`src/logic/irtc_pkg.sv`:
```
// Notes on behaviour
// - Reset pulse at least 12 ms, acts on release
// - Alarm output cleared within 30 ms
// - Reset operation leaves trip mode
// - Reset held: motor off, trip cleared
// - Reset function code 18 on any input
// - Reset held 4 s at power-up: comm error
// - Stop key resets only while alarmed
// - Reset terminal always normally open
// - Power-up runs the same reset sequence
// - Remote attached: stop key only briefly after power-up
// - Reset while running: motor coasts at once
// - No off-delay: outputs drop together immediately
// - Off-delay set: output holds one second
// - Run still active restarts after reset
// - Thermistor overheat trips, code reported
// - Open thermistor also trips
// - Thermistor function only on input five
// - Thermistor trip cleared by key after cooling
package irtc_pkg;

  // Clock and millisecond tick
  localparam int CLK_PERIOD_NS = 40;
  localparam int MS_IN_NS = 1_000_000;
  localparam int TICK_CYCLES = MS_IN_NS / CLK_PERIOD_NS;

  // Times in milliseconds; one tick per millisecond
  localparam logic [12:0] RESET_MIN_MS = 13'h000c;
  localparam logic [12:0] ALARM_CLR_MS = 13'h001e;
  localparam logic [12:0] CLR_AT_MS =
    (RESET_MIN_MS < ALARM_CLR_MS) ? RESET_MIN_MS : ALARM_CLR_MS;
  localparam logic [12:0] BOOT_HOLD_MS = 13'h0fa0;
  localparam logic [12:0] KEY_WINDOW_MS = 13'h0bb8;
  localparam logic [12:0] OFF_HOLD_MS = 13'h03e8;

  // Input function codes and trip codes
  localparam logic [7:0] FUNC_RESET = 8'h12;
  localparam logic [7:0] FUNC_THERM = 8'h13;
  localparam logic [7:0] OVERTEMP_TRIP_CODE = 8'h23;
  localparam logic [7:0] NO_TRIP_CODE = 8'h00;

  // Register offsets
  localparam logic [7:0] OFS_FUNC_SEL = 8'h00;
  localparam logic [7:0] OFS_FUNC_SEL5 = 8'h04;
  localparam logic [7:0] OFS_OFF_DELAY = 8'h08;
  localparam logic [7:0] OFS_STATUS = 8'h0c;
  localparam logic [7:0] OFS_IRQ_STAT = 8'h10;
  localparam logic [7:0] OFS_IRQ_MASK = 8'h14;

  // Reset values
  localparam logic [31:0] FUNC_SEL_RST = 32'h0000_0000;
  localparam logic [7:0] FUNC_SEL5_RST = 8'h00;
  localparam logic [23:0] OFF_DELAY_RST = 24'h00_0000;

  // Status field positions
  localparam int ST_TRIP_BIT = 0;
  localparam int ST_COMM_BIT = 1;
  localparam int ST_RSIN_BIT = 2;
  localparam int ST_KEYWIN_BIT = 3;
  localparam int ST_CODE_LSB = 8;

  // Interrupt bits
  localparam int IRQ_TRIP = 0;
  localparam int IRQ_RESET = 1;
  localparam int IRQ_COMM = 2;

  // Software settings carried together
  typedef struct packed {
    logic [7:0] input5FunctionSelect;
    logic [7:0] input4FunctionSelect;
    logic [7:0] input3FunctionSelect;
    logic [7:0] input2FunctionSelect;
    logic [7:0] input1FunctionSelect;
    logic [7:0] outputOffDelayC;
    logic [7:0] outputOffDelayB;
    logic [7:0] outputOffDelayA;
  } irtc_cfg_t;

  // Reset sequencing states
  typedef enum logic [1:0] {
    SEQ_BOOT = 2'b00,
    SEQ_NORMAL = 2'b01,
    SEQ_HELD = 2'b10
  } irtc_seq_t;

endpackage

```
`src/logic/irtc_reset_trip.sv`:
```
`timescale 1ns/1ps
module irtc_reset_trip
  import irtc_pkg::*;
#(
  parameter int TICK_COUNT = TICK_CYCLES
)
(
  input wire logic clk,
  input wire logic reset,
  // APB slave
  input wire logic psel,
  input wire logic penable,
  input wire logic pwrite,
  input wire logic [7:0] paddr,
  input wire logic [31:0] pwdata,
  output logic [31:0] prdata,
  output logic pready,
  output logic pslverr,
  // Field terminals and panel
  input wire logic [4:0] terminalIn,
  input wire logic motorThermistorOver,
  input wire logic motorThermistorOpen,
  input wire logic runCommand,
  input wire logic [2:0] logicOutRequest,
  input wire logic panelStopKey,
  input wire logic remoteStopKey,
  input wire logic remoteAnyKey,
  input wire logic remoteAttached,
  // Drive side
  output logic motorEnable,
  output logic alarmOut,
  output logic [2:0] logicOut,
  output logic [7:0] tripCode,
  output logic commError,
  output logic irq
);

  // Returns one when a count has reached its limit
  function automatic logic reached(input logic [12:0] cnt,
                                   input logic [12:0] lim);
    reached = (cnt >= lim);
  endfunction

  // Saturating millisecond step
  function automatic logic [12:0] stepSat(input logic [12:0] cnt,
                                          input logic tick);
    stepSat = (tick && cnt != 13'h1fff) ? cnt + 13'h0001 : cnt;
  endfunction

  irtc_cfg_t cfg_r; // Software settings
  irtc_seq_t seq_r; // Reset sequence state
  logic [4:0] termMeta_r; // First sync stage
  logic [4:0] termSync_r; // Second sync stage
  logic [1:0] thermMeta_r; // First sync stage, thermistor
  logic [1:0] thermSync_r; // Second sync stage, thermistor
  logic [2:0] keyMeta_r; // First sync stage, keys
  logic [2:0] keySync_r; // Second sync stage, keys
  logic [2:0] keyPrev_r; // Key history for press edges
  logic [15:0] tickCnt_r; // Cycle counter to one ms
  logic msTick_r; // One-cycle ms strobe
  logic [12:0] rsWidth_r; // Reset input on-time in ms
  logic [12:0] upTime_r; // Time since power-up in ms
  logic bootRs_r; // Reset input on since power-up
  logic trip_r; // Trip mode
  logic thermTrip_r; // Trip came from thermistor
  logic [2:0] irqStat_r; // Sticky events
  logic [2:0] irqMask_r; // Event enables
  logic rsLevel; // Any reset-assigned terminal on
  logic thermFault; // Thermistor fault on input five
  logic stopPress; // Honoured stop/reset press
  logic anyPress; // Any remote key press
  logic keyWindow; // Stop key window open
  logic resetOp; // One-cycle reset operation
  logic trEv; // Trip being entered
  logic commEv; // Comm error being raised
  logic wrEn; // APB write strobe
  logic rdEn; // APB read strobe
  logic mapped; // Address hits a register
  logic [31:0] rdVal; // Read mux

  // Synchronise terminal, thermistor and key inputs
  always_ff @(posedge clk)
  begin
    if (reset)
    begin
      termMeta_r <= 5'h00;
      termSync_r <= 5'h00;
      thermMeta_r <= 2'h0;
      thermSync_r <= 2'h0;
      keyMeta_r <= 3'h0;
      keySync_r <= 3'h0;
      keyPrev_r <= 3'h0;
    end
    else
    begin
      termMeta_r <= terminalIn;
      termSync_r <= termMeta_r;
      thermMeta_r <= {motorThermistorOpen, motorThermistorOver};
      thermSync_r <= thermMeta_r;
      keyMeta_r <= {remoteAnyKey, remoteStopKey, panelStopKey};
      keySync_r <= keyMeta_r;
      keyPrev_r <= keySync_r;
    end
  end

  // Decode terminal functions
  always_comb
  begin
    // Reset is active-on only, no polarity option
    rsLevel = (cfg_r.input1FunctionSelect == FUNC_RESET && termSync_r[0])
      | (cfg_r.input2FunctionSelect == FUNC_RESET && termSync_r[1])
      | (cfg_r.input3FunctionSelect == FUNC_RESET && termSync_r[2])
      | (cfg_r.input4FunctionSelect == FUNC_RESET && termSync_r[3])
      | (cfg_r.input5FunctionSelect == FUNC_RESET
         && termSync_r[4]);
    // Thermistor honoured on input five only
    thermFault = (cfg_r.input5FunctionSelect == FUNC_THERM)
      && (thermSync_r[0] || thermSync_r[1]);
  end

  // Key handling
  always_comb
  begin
    keyWindow = !reached(upTime_r, KEY_WINDOW_MS);
    // Stop key honoured only while alarmed, and briefly with remote
    stopPress = ((keySync_r[0] && !keyPrev_r[0])
      || (keySync_r[1] && !keyPrev_r[1]))
      && trip_r
      && (!remoteAttached || keyWindow);
    anyPress = (keySync_r[2] && !keyPrev_r[2])
      || (keySync_r[1] && !keyPrev_r[1]);
  end

  // Millisecond tick
  always_ff @(posedge clk)
  begin
    if (reset)
    begin
      tickCnt_r <= 16'h0000;
      msTick_r <= 1'b0;
    end
    else if (tickCnt_r >= 16'(TICK_COUNT - 1))
    begin
      tickCnt_r <= 16'h0000;
      msTick_r <= 1'b1;
    end
    else
    begin
      tickCnt_r <= tickCnt_r + 16'h0001;
      msTick_r <= 1'b0;
    end
  end

  // Reset pulse width and power-up time
  always_ff @(posedge clk)
  begin
    if (reset)
    begin
      rsWidth_r <= 13'h0000;
      upTime_r <= 13'h0000;
    end
    else
    begin
      rsWidth_r <= rsLevel ? stepSat(rsWidth_r, msTick_r) : 13'h0000;
      upTime_r <= stepSat(upTime_r, msTick_r);
    end
  end

  // Reset sequencing
  always_ff @(posedge clk)
  begin
    if (reset)
      seq_r <= SEQ_BOOT;
    else
    begin
      case (seq_r)
        // Power-up runs the reset operation first
        SEQ_BOOT: seq_r <= rsLevel ? SEQ_HELD : SEQ_NORMAL;
        SEQ_NORMAL: seq_r <= rsLevel ? SEQ_HELD : SEQ_NORMAL;
        SEQ_HELD:
        begin
          // Act on release, only after a long enough pulse
          if (!rsLevel)
            seq_r <= reached(rsWidth_r, RESET_MIN_MS) ?
              SEQ_BOOT : SEQ_NORMAL;
        end
        default: seq_r <= SEQ_BOOT;
      endcase
    end
  end

  // Reset operation strobe
  assign resetOp = (seq_r == SEQ_BOOT);

  // Trip entry
  assign trEv = thermFault && !trip_r && !rsLevel;

  // Trip mode and code
  always_ff @(posedge clk)
  begin
    if (reset)
    begin
      trip_r <= 1'b0;
      thermTrip_r <= 1'b0;
      tripCode <= NO_TRIP_CODE;
    end
    else if (resetOp)
    begin
      // Reset operation leaves trip mode
      trip_r <= 1'b0;
      thermTrip_r <= 1'b0;
      tripCode <= NO_TRIP_CODE;
    end
    else if (rsLevel && reached(rsWidth_r, CLR_AT_MS))
    begin
      // Held input clears trip well inside the alarm limit
      trip_r <= 1'b0;
      thermTrip_r <= 1'b0;
      tripCode <= NO_TRIP_CODE;
    end
    else if (trEv)
    begin
      // Overheat or open sensor enters trip mode
      trip_r <= 1'b1;
      thermTrip_r <= 1'b1;
      tripCode <= OVERTEMP_TRIP_CODE;
    end
    else if (stopPress && !(thermTrip_r && thermFault))
    begin
      // Key clears trip once the motor has cooled
      trip_r <= 1'b0;
      thermTrip_r <= 1'b0;
      tripCode <= NO_TRIP_CODE;
    end
  end

  // Alarm raised with trip entry, so it never lags the trip code
  always_ff @(posedge clk)
  begin
    if (reset)
      alarmOut <= 1'b0;
    else
      alarmOut <= (trip_r || trEv) && !resetOp
        && !(rsLevel && reached(rsWidth_r, CLR_AT_MS));
  end

  // Motor drive
  always_ff @(posedge clk)
  begin
    if (reset)
      motorEnable <= 1'b0;
    else
      // Drive removed at once, no ramp; run restarts after reset
      motorEnable <= runCommand && !rsLevel && !trip_r && !trEv
        && !resetOp;
  end

  // Logic outputs with optional one-second hold on reset
  always_ff @(posedge clk)
  begin
    if (reset)
      logicOut <= 3'h0;
    else
    begin
      for (int i = 0; i < 3; i++)
      begin
        if (!rsLevel)
          logicOut[i] <= logicOutRequest[i];
        else if (cfg_r[i*8 +: 8] != 8'h00)
          logicOut[i] <= logicOut[i]
            && !reached(rsWidth_r, OFF_HOLD_MS);
        else
          logicOut[i] <= 1'b0;
      end
    end
  end

  // Reset input held from power-up; selectors come up unassigned, so
  // only a release or a quiet start-up window ends the watch
  always_ff @(posedge clk)
  begin
    if (reset)
      bootRs_r <= 1'b1;
    else if (!rsLevel && (seq_r == SEQ_HELD
      || reached(upTime_r, KEY_WINDOW_MS)))
      bootRs_r <= 1'b0;
  end

  // Comm error raise
  assign commEv = bootRs_r && rsLevel && !commError
    && reached(rsWidth_r, BOOT_HOLD_MS + 13'h0001);

  // Comm error shown on the remote operator only
  always_ff @(posedge clk)
  begin
    if (reset)
      commError <= 1'b0;
    else if (commEv)
      commError <= 1'b1;
    else if (!rsLevel && anyPress)
      commError <= 1'b0;
  end

  // APB strobes and decode
  assign wrEn = psel && penable && pwrite && pready;
  assign rdEn = psel && penable && !pwrite && !pready;
  assign mapped = (paddr == OFS_FUNC_SEL) || (paddr == OFS_FUNC_SEL5)
    || (paddr == OFS_OFF_DELAY) || (paddr == OFS_STATUS)
    || (paddr == OFS_IRQ_STAT) || (paddr == OFS_IRQ_MASK);

  // Settings registers
  always_ff @(posedge clk)
  begin
    if (reset)
    begin
      {cfg_r.input4FunctionSelect, cfg_r.input3FunctionSelect,
       cfg_r.input2FunctionSelect, cfg_r.input1FunctionSelect}
        <= FUNC_SEL_RST;
      cfg_r.input5FunctionSelect <= FUNC_SEL5_RST;
      {cfg_r.outputOffDelayC, cfg_r.outputOffDelayB,
       cfg_r.outputOffDelayA} <= OFF_DELAY_RST;
      irqMask_r <= 3'h0;
    end
    else if (wrEn)
    begin
      case (paddr)
        OFS_FUNC_SEL:
          {cfg_r.input4FunctionSelect, cfg_r.input3FunctionSelect,
           cfg_r.input2FunctionSelect, cfg_r.input1FunctionSelect}
            <= pwdata;
        OFS_FUNC_SEL5: cfg_r.input5FunctionSelect <= pwdata[7:0];
        OFS_OFF_DELAY:
          {cfg_r.outputOffDelayC, cfg_r.outputOffDelayB,
           cfg_r.outputOffDelayA} <= pwdata[23:0];
        OFS_IRQ_MASK: irqMask_r <= pwdata[2:0];
        default: irqMask_r <= irqMask_r;
      endcase
    end
  end

  // Sticky events, set wins over write-one-to-clear
  always_ff @(posedge clk)
  begin
    if (reset)
      irqStat_r <= 3'h0;
    else
    begin
      irqStat_r[IRQ_TRIP] <= trEv || (irqStat_r[IRQ_TRIP]
        && !(wrEn && paddr == OFS_IRQ_STAT && pwdata[IRQ_TRIP]));
      irqStat_r[IRQ_RESET] <= resetOp || (irqStat_r[IRQ_RESET]
        && !(wrEn && paddr == OFS_IRQ_STAT && pwdata[IRQ_RESET]));
      irqStat_r[IRQ_COMM] <= commEv || (irqStat_r[IRQ_COMM]
        && !(wrEn && paddr == OFS_IRQ_STAT && pwdata[IRQ_COMM]));
    end
  end

  // Interrupt level
  always_ff @(posedge clk)
  begin
    if (reset)
      irq <= 1'b0;
    else
      irq <= |(irqStat_r & irqMask_r);
  end

  // Read mux
  always_comb
  begin
    rdVal = 32'h0000_0000;
    case (paddr)
      OFS_FUNC_SEL:
        rdVal = {cfg_r.input4FunctionSelect, cfg_r.input3FunctionSelect,
                 cfg_r.input2FunctionSelect, cfg_r.input1FunctionSelect};
      OFS_FUNC_SEL5: rdVal[7:0] = cfg_r.input5FunctionSelect;
      OFS_OFF_DELAY:
        rdVal[23:0] = {cfg_r.outputOffDelayC, cfg_r.outputOffDelayB,
                       cfg_r.outputOffDelayA};
      OFS_STATUS:
      begin
        rdVal[ST_TRIP_BIT] = trip_r;
        rdVal[ST_COMM_BIT] = commError;
        rdVal[ST_RSIN_BIT] = rsLevel;
        rdVal[ST_KEYWIN_BIT] = keyWindow;
        rdVal[ST_CODE_LSB +: 8] = tripCode;
      end
      OFS_IRQ_STAT: rdVal[2:0] = irqStat_r;
      OFS_IRQ_MASK: rdVal[2:0] = irqMask_r;
      default: rdVal = 32'h0000_0000;
    endcase
  end

  // APB answer, one wait state
  always_ff @(posedge clk)
  begin
    if (reset)
    begin
      pready <= 1'b0;
      pslverr <= 1'b0;
      prdata <= 32'h0000_0000;
    end
    else
    begin
      pready <= psel && penable && !pready;
      pslverr <= psel && penable && !pready && !mapped;
      if (rdEn)
        prdata <= mapped ? rdVal : 32'h0000_0000;
    end
  end

endmodule

```
`config.mk`:
```
export PLATFORM = sky130hd
export DESIGN_NAME = irtc_reset_trip
export DESIGN_NICKNAME = d
export VERILOG_FILES = /design/src/logic/irtc_pkg.sv /design/src/logic/irtc_reset_trip.sv
export SDC_FILE = /design/constraint.sdc
export NUM_CORES = 1
export LEC_CHECK = 0
export ABC_AREA = 0
export BUFFER_PORTS_ARGS = -buffer_cell sky130_fd_sc_hd__buf_2
export CAP_MARGIN = 0
export CORE_MARGIN = 4
export CORE_UTILIZATION = 40
export DETAILED_ROUTE_END_ITERATION = 8
export SYNTH_ARGS = -nofsm -noshare
export SYNTH_HDL_FRONTEND = slang
export SYNTH_SLANG_ARGS = --single-unit
```
`constraint.sdc`:
```
create_clock -name clk -period 3.4 [get_ports clk]
set_input_delay 0.34 -clock clk [delete_from_list [all_inputs] [get_ports clk]]
set_output_delay 0.34 -clock clk [all_outputs]
set_load 0.05 [all_outputs]
```
**Word level (Yosys, flattened, before mapping)**

Cells that the tools add are included.

- Flip-flop bits (word level): 184
- Input bits: 60
- Output and inout bits: 49

- Add/sub/neg operators: 3
- $lt $le $gt $ge: 5
- Eq/ne operators: 16
- Multiplexer cells: 24
- Bitwise gates (word level): 6
- Reductions and logical operators: 95

Operators by type and width:

| cell | number |
|---|---|
| == test 8 x 5 -> 1 bit (second input constant) | 8 |
| logical AND 1 bit | 46 |
| two-way mux 32 bit | 1 |
| adder 13 x 1 -> 13 bit (second input constant) | 2 |
| greater-or-equal comparator 13 x 12 -> 1 bit (second input constant) | 2 |
| inequality test 13 bit (second input constant) | 2 |
| case mux 8 bit (3 select lines) | 1 |
| nonzero test 8 bit | 3 |
| zero test 1 bit | 19 |
| case mux 3 bit (6 select lines) | 1 |
| adder 16 x 1 -> 16 bit (second input constant) | 1 |
| == test 8 x 4 -> 1 bit (second input constant) | 2 |
| greater-or-equal comparator 16 x 15 -> 1 bit (second input constant) | 1 |
| case mux 8 bit (2 select lines) | 1 |
| logical OR 1 bit | 14 |
| greater-or-equal comparator 13 x 10 -> 1 bit (second input constant) | 1 |
| greater-or-equal comparator 13 x 4 -> 1 bit (second input constant) | 1 |
| two-way mux 1 bit | 12 |
| two-way mux 6 bit | 2 |
| case mux 4 bit (3 select lines) | 1 |
| == test 8 x 3 -> 1 bit (second input constant) | 1 |
| zero test 8 bit | 1 |
| two-way mux 8 bit | 1 |
| AND reduction 2 bit | 4 |
| other kinds (13) | 21 |

**Longest topological paths before layout**

Gate-level depths: netlist of run 1.

- Word-level depth: 11
- Gate-level depth with buffers: 7
- Depth with buffers taken out: 7

**Worst setup path after synthesis of run 1**

No wires, ideal clock.

- Kind: register to register
- Start: register upTime_r[0]
- End: register upTime_r[9]
- Setup time: 0.070 ns
- Arrival: 1.853 ns
- Data required time: 3.330 ns
- Slack: 1.477 ns
- Cell stages (with the launch flop): 8
- Path buffers: 1
- Clock period less this slack: 1.923 ns
- Cell sequence: dfxtp_1 > ha_1 > and3_1 > and4_4 > buf_6 > a21o_4 > or4_1 > a21oi_1

- Word-level cells in the longest chain between the ends: 2
- Elaborated cells between the ends (all ways): 3

RTL lines:

| element | line | RTL |
|---|---|---|
| start: declaration | irtc_reset_trip.sv:62 | `logic [12:0] upTime_r;` |
| start signal: assignment | irtc_reset_trip.sv:165 | `upTime_r <= stepSat(upTime_r, msTick_r);` |
| branches (longest 2 deep; another with adder 13 x 1 -> 13 bit) | - |  |

Several ways; the timed one is not identified.
A chain may end at the register's enable or synchronous reset.

**Final worst setup path of run 1**

- Start: register cfg_r[59] (netlist bit)
- End: register rsWidth_r[10]

- Word-level cells in the longest chain between the ends: 5

RTL lines:

| element | line | RTL |
|---|---|---|
| start: declaration | irtc_reset_trip.sv:50 | `irtc_cfg_t cfg_r;` |
| == test 8 x 5 -> 1 bit | irtc_reset_trip.sv:114 | `\| (cfg_r.input5FunctionSelect == FUNC_RESET` |
| logical AND 1 bit | irtc_reset_trip.sv:115 | `&& termSync_r[4]);` |
| OR 1 bit | irtc_reset_trip.sv:114 |  |
| inverter 1 bit (no source line) | - |  |
| OR reduction 2 bit (no source line) | - |  |
| end signal: assignment | irtc_reset_trip.sv:164 | `rsWidth_r <= rsLevel ? stepSat(rsWidth_r, msTick_r) : 13'h0000;` |
| end: declaration | irtc_reset_trip.sv:61 | `logic [12:0] rsWidth_r;` |

Every way passes these cells.

==> results of run 1 <==
-- report_power, final --
group	switching [mW]	internal (mW)
combinational	0.120	0.0561
sequential	0.0126	2.14
clock	0.838	0.970
total	0.970	3.17
-- through the flow --
step	setup slack (ps)	utilization (%)	std cells
floorplan	1480	-	887
global placement	1020	43.7	1170
detailed placement	1000	43.7	1170
CTS	1040	46.6	1201
global route	945	46.6	1201
finish	1080	46.6	1201
-- routing by layer --
metal / routed length, um / part of all wire [%] / up-vias / global-route usage, %
met4: 180 / 0.96 / 0 / 4.75
met3: 1030 / 5.5 / 13 / 4.05
met5: 0 / 0 / - / 0
met2: 8840 / 47 / 166 / 29.2
li1: - / - / 3196 / -
met1: 8730 / 46 / 2908 / 23.5
-- kinds of logic after synthesis --
kind of cell	synth area share, %
other	0.0495
adders and majority gates	0.992
AOI/OAI and AO/OA	14.8
buffers and inverters	5.42
DFF	47.9
xor gates and xnor gates	3.24
and+or+nand+nor	23.2
muxes	4.43
-- worst reg2reg max path, cell delays in order (launching register included) --
cell                       delay, ps
sky130_fd_sc_hd__dfxtp_1         320
sky130_fd_sc_hd__nor4b_1         650
sky130_fd_sc_hd__nand4b_1        190
sky130_fd_sc_hd__nand3_1         340
sky130_fd_sc_hd__o21ai_1         410
sky130_fd_sc_hd__a311oi_1        320
-- placed cells by master (no fill, tap or decap), drive strengths merged, types with 20 or more instances in the layout --
cell type and count:
dfxtp 181, nand2 164, buf 113, a21oi 97
nor2 73, nand3 33, nor2b 23, inv 21
mux2i 20, clkbuf 20
-- worst paths after layout --
path | startpoint | to | cells after the start
max | cfg_r[59]$_SDFFE_PP0P_ | rsWidth_r[10]$_SDFFE_PP0P_ | 5
min | remoteAnyKey | keyMeta_r[2]$_SDFF_PP0_ | 2
max reg2reg | cfg_r[59]$_SDFFE_PP0P_ | rsWidth_r[10]$_SDFFE_PP0P_ | 5
min reg2reg | keySync_r[2]$_SDFF_PP0_ | keyPrev_r[2]$_SDFF_PP0_ | 2
-- synthesized netlist by cell type (3+ instances only) --
cell	instances
sky130_fd_sc_hd__xnor2_1	18
sky130_fd_sc_hd__or3_1	3
sky130_fd_sc_hd__a221oi_1	5
sky130_fd_sc_hd__mux2i_1	20
sky130_fd_sc_hd__buf_4	15
sky130_fd_sc_hd__nor2_1	72
sky130_fd_sc_hd__nand4_1	14
sky130_fd_sc_hd__nand3_1	33
sky130_fd_sc_hd__nand2_1	164
sky130_fd_sc_hd__a311oi_1	7
sky130_fd_sc_hd__xor2_1	10
sky130_fd_sc_hd__o31ai_1	3
sky130_fd_sc_hd__clkbuf_1	38
sky130_fd_sc_hd__o21ai_0	18
sky130_fd_sc_hd__buf_6	4
sky130_fd_sc_hd__o2111ai_1	6
sky130_fd_sc_hd__nand2b_1	4
sky130_fd_sc_hd__ha_1	6
sky130_fd_sc_hd__a31oi_1	4
sky130_fd_sc_hd__nor4_1	9
sky130_fd_sc_hd__a22oi_1	16
sky130_fd_sc_hd__a22o_1	3
sky130_fd_sc_hd__a211oi_1	5
sky130_fd_sc_hd__nor3b_1	3
sky130_fd_sc_hd__and2_1	3
sky130_fd_sc_hd__nor3_1	7
sky130_fd_sc_hd__mux2_2	8
sky130_fd_sc_hd__or4_1	3
sky130_fd_sc_hd__a21oi_1	97
sky130_fd_sc_hd__and3_1	14
sky130_fd_sc_hd__dfxtp_1	181
sky130_fd_sc_hd__buf_2	7
sky130_fd_sc_hd__nor2b_1	23
sky130_fd_sc_hd__nor4bb_1	3
sky130_fd_sc_hd__inv_1	20
sky130_fd_sc_hd__nand4b_1	4
-- flip-flops by register name, indices dropped and copies added, names as in the netlist, 2 cells and up --
register and cells:
thermMeta_r 2, termSync_r 5, keySync_r 3, upTime_r 13, thermSync_r 2, cfg_r 64
keyPrev_r 3, irqMask_r 3, irqStat_r 3, rsWidth_r 13, prdata 32, seq_r 2
tickCnt_r 16, termMeta_r 5, logicOut 3, keyMeta_r 3
-- area by class of cell --
type,count,area [um^2],share of cell area (%)
clock buffer,20,457,5.26
timing repair buffer,113,593,6.83
multi-input combinational,622,3560,41.0
tap,234,293,3.37
inverter,20,75.1,0.865
sequential,181,3620,41.7
clock inverter,11,80.1,0.922
==> metrics, run 1 <==
Worst-Margin Slew=around 1000 ps; standard-cell rows=50; clock tree root driver cell=sky130_fd_sc_hd__clkbuf_16; detail-routed net length per standard cell=15.6 um; number of routed nets with antenna violations=0; Primary FF master, synth=sky130_fd_sc_hd__dfxtp_1; Mean Syn Cell Area=8.58 um^2; TritonCTS clock tree=built; path category of the worst min-delay check=input port to flip-flop; DP Area=8150 um^2; min cycle time layout=2320 ps; number of resized instances in the post-cts repair step=0; data required time of the worst path=3730 ps; die width=approximately 150 um; pin count of the biggest net entering global routing=63; critical path, cell by cell=nor4b_1 -> nand4b_1 -> nand3_1 -> o21ai_1 -> a311oi_1; clock transition at the register clock pins on the worst setup and hold paths after CTS=around 60 ps; Layout Nets=slightly above 1k; total power density per cell area=477 nW/um^2; cell class contributing the biggest share of worst-path delay=simple AND/OR/NAND/NOR gates; total negative setup slack=0 ps; fill cell instance count of the final layout=1894; via total after detailed routing=6283; outcome=finished clean; max-cap check violation count=0; Initial Util=40.6%; register area share after synthesis=47.9%; share of post-route cells with drive strength above 1=approximately 17%; crit-path max cell delay=650 ps; count of buffers from port buffering=approximately 100; total setup buffers inserted after CTS=0; maximum vdd ir drop=between 0.3 and 0.4 mV; Final Slew Violations=0; Clk Latency, worst-skew pair=440 ps; detailed-routing iteration count for the pre-antenna-repair pass=5; number of synthesized register bits=181; Final Cycle Share=68.1%; post-synthesis instance area=between 7000 and 8000 um^2; Die ar.=21200 um^2; area growth from synthesis to final layout=14.7%; async set or reset register ratio after synthesis=0%; total I/O pin count=109; Min Hold Slack=115 ps; worst slew slack as a fraction of its limit=31.6%; leading area contributor after synthesis=sky130_fd_sc_hd__dfxtp_1; register-to-register path setup slack=between 1000 and 1500 ps; initial detailed-routing violation count=407; warning count from the yosys run=0; startpoint type of the worst setup path=flip-flop; total clock buffers created by CTS=17; number of instances in the synthesized netlist=882; Remaining DRCs=0; Synth top area share=47.9%; RSZ-0062 raised after global routing=false; total wire length=18.8 mm; leakage power total=3.27 nW; final weighted congestion of routability-driven global placement=between 0.8 and 0.9; vertical die dimension=146 um; Fmax=432 MHz; Finished Cell Area=8680 um^2; vias in the first global route=5890; type of the worst setup path=flip-flop to flip-flop; slowest CP cell=sky130_fd_sc_hd__nor4b_1; core area=18600 um^2; Worst Path Arrival=2650 ps; Detailed Place HPWL=13.1 mm; worst path buffer plus inverter count=0; Sinks on Clock Net=181; Antenna Diode Count=0; Netlist cell types=61; total power=4.14 mW; clock skew after layout=9.12 ps; Clock H-tree levels=4; number of buffers on the longest clock path=2; wire length of the first global-routing pass=between 30 and 40 mm; gr ovfl total=0; antenna violations before repair=0; # hold bufs at CTS=0; via density per instance=5.23; critical path peak fanout=14; number of hold violations in the final report=0; kind of end point of the critical path=flip-flop; number of enable flip-flop cells after synthesis=0; Setup violations, final=0; top post-synthesis cells by area=sky130_fd_sc_hd__dfxtp_1 48%, sky130_fd_sc_hd__nand2_1 8.1%, sky130_fd_sc_hd__a21oi_1 6.4%; global-route total usage across every layer=17.7%
Power figures use the tool's default switching activity.
==> inputs of run 2 (changes only) <==
==> constraint.sdc (replaced) <==
create_clock -name clk -period 2.3 [get_ports clk]
set_input_delay 0.23 -clock clk [delete_from_list [all_inputs] [get_ports clk]]
set_output_delay 0.23 -clock clk [all_outputs]
set_load 0.05 [all_outputs]
==> run 2 against run 1 <==
  * Non-clock buffer count rose by 20
  * Maximum frequency up 16%
  * Flip-flop and latch count unchanged
  * Cell count increased by 1.7%
  * Total power grew 57%
  * First-iteration DRC count is 1.5% lower
  * Clock power up 69%
  * Critical endpoint is now tickCnt_r[2]$_SDFF_PP0_
==> metrics, run 2 (synthesized netlist as in run 1, its figures left out) <==
outcome=finished clean (unchanged); Worst Hold Launch=remoteAnyKey (unchanged); Setup violations, final=0 (unchanged); startpoint type of the worst setup path=flip-flop (unchanged); Final Cycle Share=87.0% (was 68.1%); switching share of power=23.2% (was 23.5%); GRT met3 Usage=4.14% (was 4.05%); number of hold violations in the final report=0 (unchanged); detailed-routing iteration count for the pre-antenna-repair pass=5 (unchanged); share of post-route cells with drive strength above 1=18.5% (was 17.0%); path category of the worst min-delay check=input port to flip-flop (unchanged); vertical die dimension=146 um (unchanged); final weighted congestion of routability-driven global placement=0.839 (was 0.809); # hold bufs at CTS=2 (was 0); leakage power total=3.42 nW (was 3.27 nW); wire length of the first global-routing pass=30.8 mm (was 30.6 mm); die width=146 um (unchanged); Min Hold Slack=13.6 ps (was 115 ps); Clock H-tree levels=4 (unchanged); internal power consumption=5.00 mW (was 3.17 mW); Remaining DRCs=0 (unchanged); via total after detailed routing=6425 (was 6283); core area=18600 um^2 (unchanged); total negative setup slack=0 ps (unchanged); area growth from synthesis to final layout=18.3% (was 14.7%); pin count of the biggest net entering global routing=74 (was 63); most common cell after layout, fill and taps aside=sky130_fd_sc_hd__dfxtp_1 (unchanged); Largest register FFs=64 (unchanged); register with the highest flop count=cfg_r (unchanged); total clock buffers created by CTS=17 (unchanged); total wire length=18.9 mm (was 18.8 mm); proportion of power drawn by the clock network=46.9% (was 43.7%); grt peak-use layer=met2 (unchanged); register-to-register path setup slack=300 ps (was 1080 ps); gr ovfl total=0 (unchanged); type of the worst setup path=flip-flop to flip-flop (unchanged); M1 GR Usage=24.3% (was 23.5%); fill cell instance count of the final layout=1848 (was 1894); data required time of the worst path=2660 ps (was 3730 ps); vias in the first global route=5942 (was 5890); global-route total usage across every layer=17.7% (about the same); critical path peak fanout=10 (was 14); Layout Nets=1041 (was 1021); Die ar.=21200 um^2 (unchanged); total setup buffers inserted after CTS=0 (unchanged); min cycle time layout=2000 ps (was 2320 ps); Antenna Diode Count=0 (unchanged); RSZ-0062 raised after global routing=false (unchanged); cell depth of the worst hold path=2 (unchanged); standard-cell rows=50 (unchanged); Worst Path Arrival=2360 ps (was 2650 ps); Fmax=500 MHz (was 432 MHz); clock skew after layout=12.2 ps (was 9.12 ps); Initial Util=40.6% (unchanged); antenna violations before repair=0 (unchanged); clock transition at the register clock pins on the worst setup and hold paths after CTS=70 ps (was 60 ps); capturing point of the worst reg2reg path=tickCnt_r[2]$_SDFF_PP0_ (was rsWidth_r[10]$_SDFFE_PP0P_); number of resized instances in the post-cts repair step=0 (unchanged); Min-Delay Endpoint=keyMeta_r[2]$_SDFF_PP0_ (unchanged); number of cells traversed by the worst register-to-register path=7 (was 5); relative contribution of combinational cells to total power=4.3% (about the same); Clk Latency, worst-skew pair=430 ps (was 440 ps); GR met2 Demand/Resource=28.6% (was 29.2%); number of routed nets with antenna violations=0 (unchanged); worst r2r src=tickCnt_r[0]$_SDFF_PP0_ (was cfg_r[59]$_SDFFE_PP0P_); Detailed Place HPWL=13.3 mm (was 13.1 mm); kind of end point of the critical path=flip-flop (unchanged); net switching component of the power=1.51 mW (was 0.970 mW); detail-routed net length per standard cell=15.5 um (was 15.6 um); Worst-Margin Slew=539 ps (was 1020 ps); worst slew slack as a fraction of its limit=63.9% (was 31.6%); Sinks on Clock Net=181 (unchanged); initial detailed-routing violation count=401 (was 407); Final Slew Violations=0 (unchanged); total power density per cell area=728 nW/um^2 (was 477 nW/um^2); max-cap check violation count=0 (unchanged); maximum vdd ir drop=0.533 mV (was 0.344 mV); sequential share of power=48.8% (was 52.1%); number of buffers on the longest clock path=2 (unchanged); TritonCTS clock tree=built (unchanged); registers with the highest flip-flop counts=cfg_r: 64 flops, prdata: 32 flops, tickCnt_r: 16 flops (unchanged); commonest cells after routing, fill and taps aside=181 x sky130_fd_sc_hd__dfxtp_1, 164 x sky130_fd_sc_hd__nand2_1, 102 x sky130_fd_sc_hd__buf_2 (unchanged); count of buffers from port buffering=103 (unchanged); final cell utilization of the core=48.0% (was 46.6%); total I/O pin count=109 (unchanged); clock tree root driver cell=sky130_fd_sc_hd__clkbuf_16 (unchanged); via density per instance=5.26 (was 5.23)
-- run 2: per-stage QoR --
step	worst slack, ps	power (mW)	cells	instance area (um^2)
global placement	319	3.53	1188	8320
finish	298	6.52	1221	8950
floorplan	377	3.41	887	7590
detailed placement	283	3.53	1188	8320
CTS	298	6.58	1221	8950
global route	161	6.75	1221	8950
-- run 2: area by class of cell --
class	instances	area [um^2]	area share (%)
clock inverters	14	190	2.12
well taps	234	293	3.27
flip-flops and latches	181	3620	40.5
clock buffers	17	425	4.75
multi-input cells	622	3560	39.8
inverters	20	75.1	0.838
repair buffers	133	786	8.78
-- run 2: metal layers --
metal	part of all wire (%)	routed length [um]
met1	47	8890
met2	47	8830
met3	5.5	1040
met4	0.78	147
met5	0	0
-- run 2: worst max path at each step --
stage	endpoint	slack, ps	start	cells after the start
after floorplan	upTime_r[9]$_SDFFE_PP0P_	380	upTime_r[0]$_SDFFE_PP0P_	7
after global placement	cfg_r[52]$_SDFFE_PP0P_	320	paddr[1]	7
after detailed placement	cfg_r[50]$_SDFFE_PP0P_	280	paddr[1]	7
after CTS	tickCnt_r[2]$_SDFF_PP0_	300	tickCnt_r[0]$_SDFF_PP0_	7
after global routing	tickCnt_r[2]$_SDFF_PP0_	160	tickCnt_r[0]$_SDFF_PP0_	7
final	tickCnt_r[2]$_SDFF_PP0_	300	tickCnt_r[0]$_SDFF_PP0_	7
-- run 2: worst max-delay path, stage by stage, from the launching register on --
cell and delay (ps):
sky130_fd_sc_hd__dfxtp_1 330, sky130_fd_sc_hd__ha_1 240, sky130_fd_sc_hd__a211o_1 290, sky130_fd_sc_hd__a21oi_1 160, sky130_fd_sc_hd__o21ai_0 110, sky130_fd_sc_hd__a311o_1 500, sky130_fd_sc_hd__buf_4 210, sky130_fd_sc_hd__nor2_1 100
-- run 2: power by group through the flow --
stage | clock, mW | sequential (mW) | combinational (mW)
floorplan | 0 | 3.27 | 0.142
global placement | 0 | 3.25 | 0.277
detailed placement | 0 | 3.25 | 0.277
CTS | 3.12 | 3.18 | 0.280
global route | 3.26 | 3.18 | 0.303
finish | 3.06 | 3.18 | 0.278
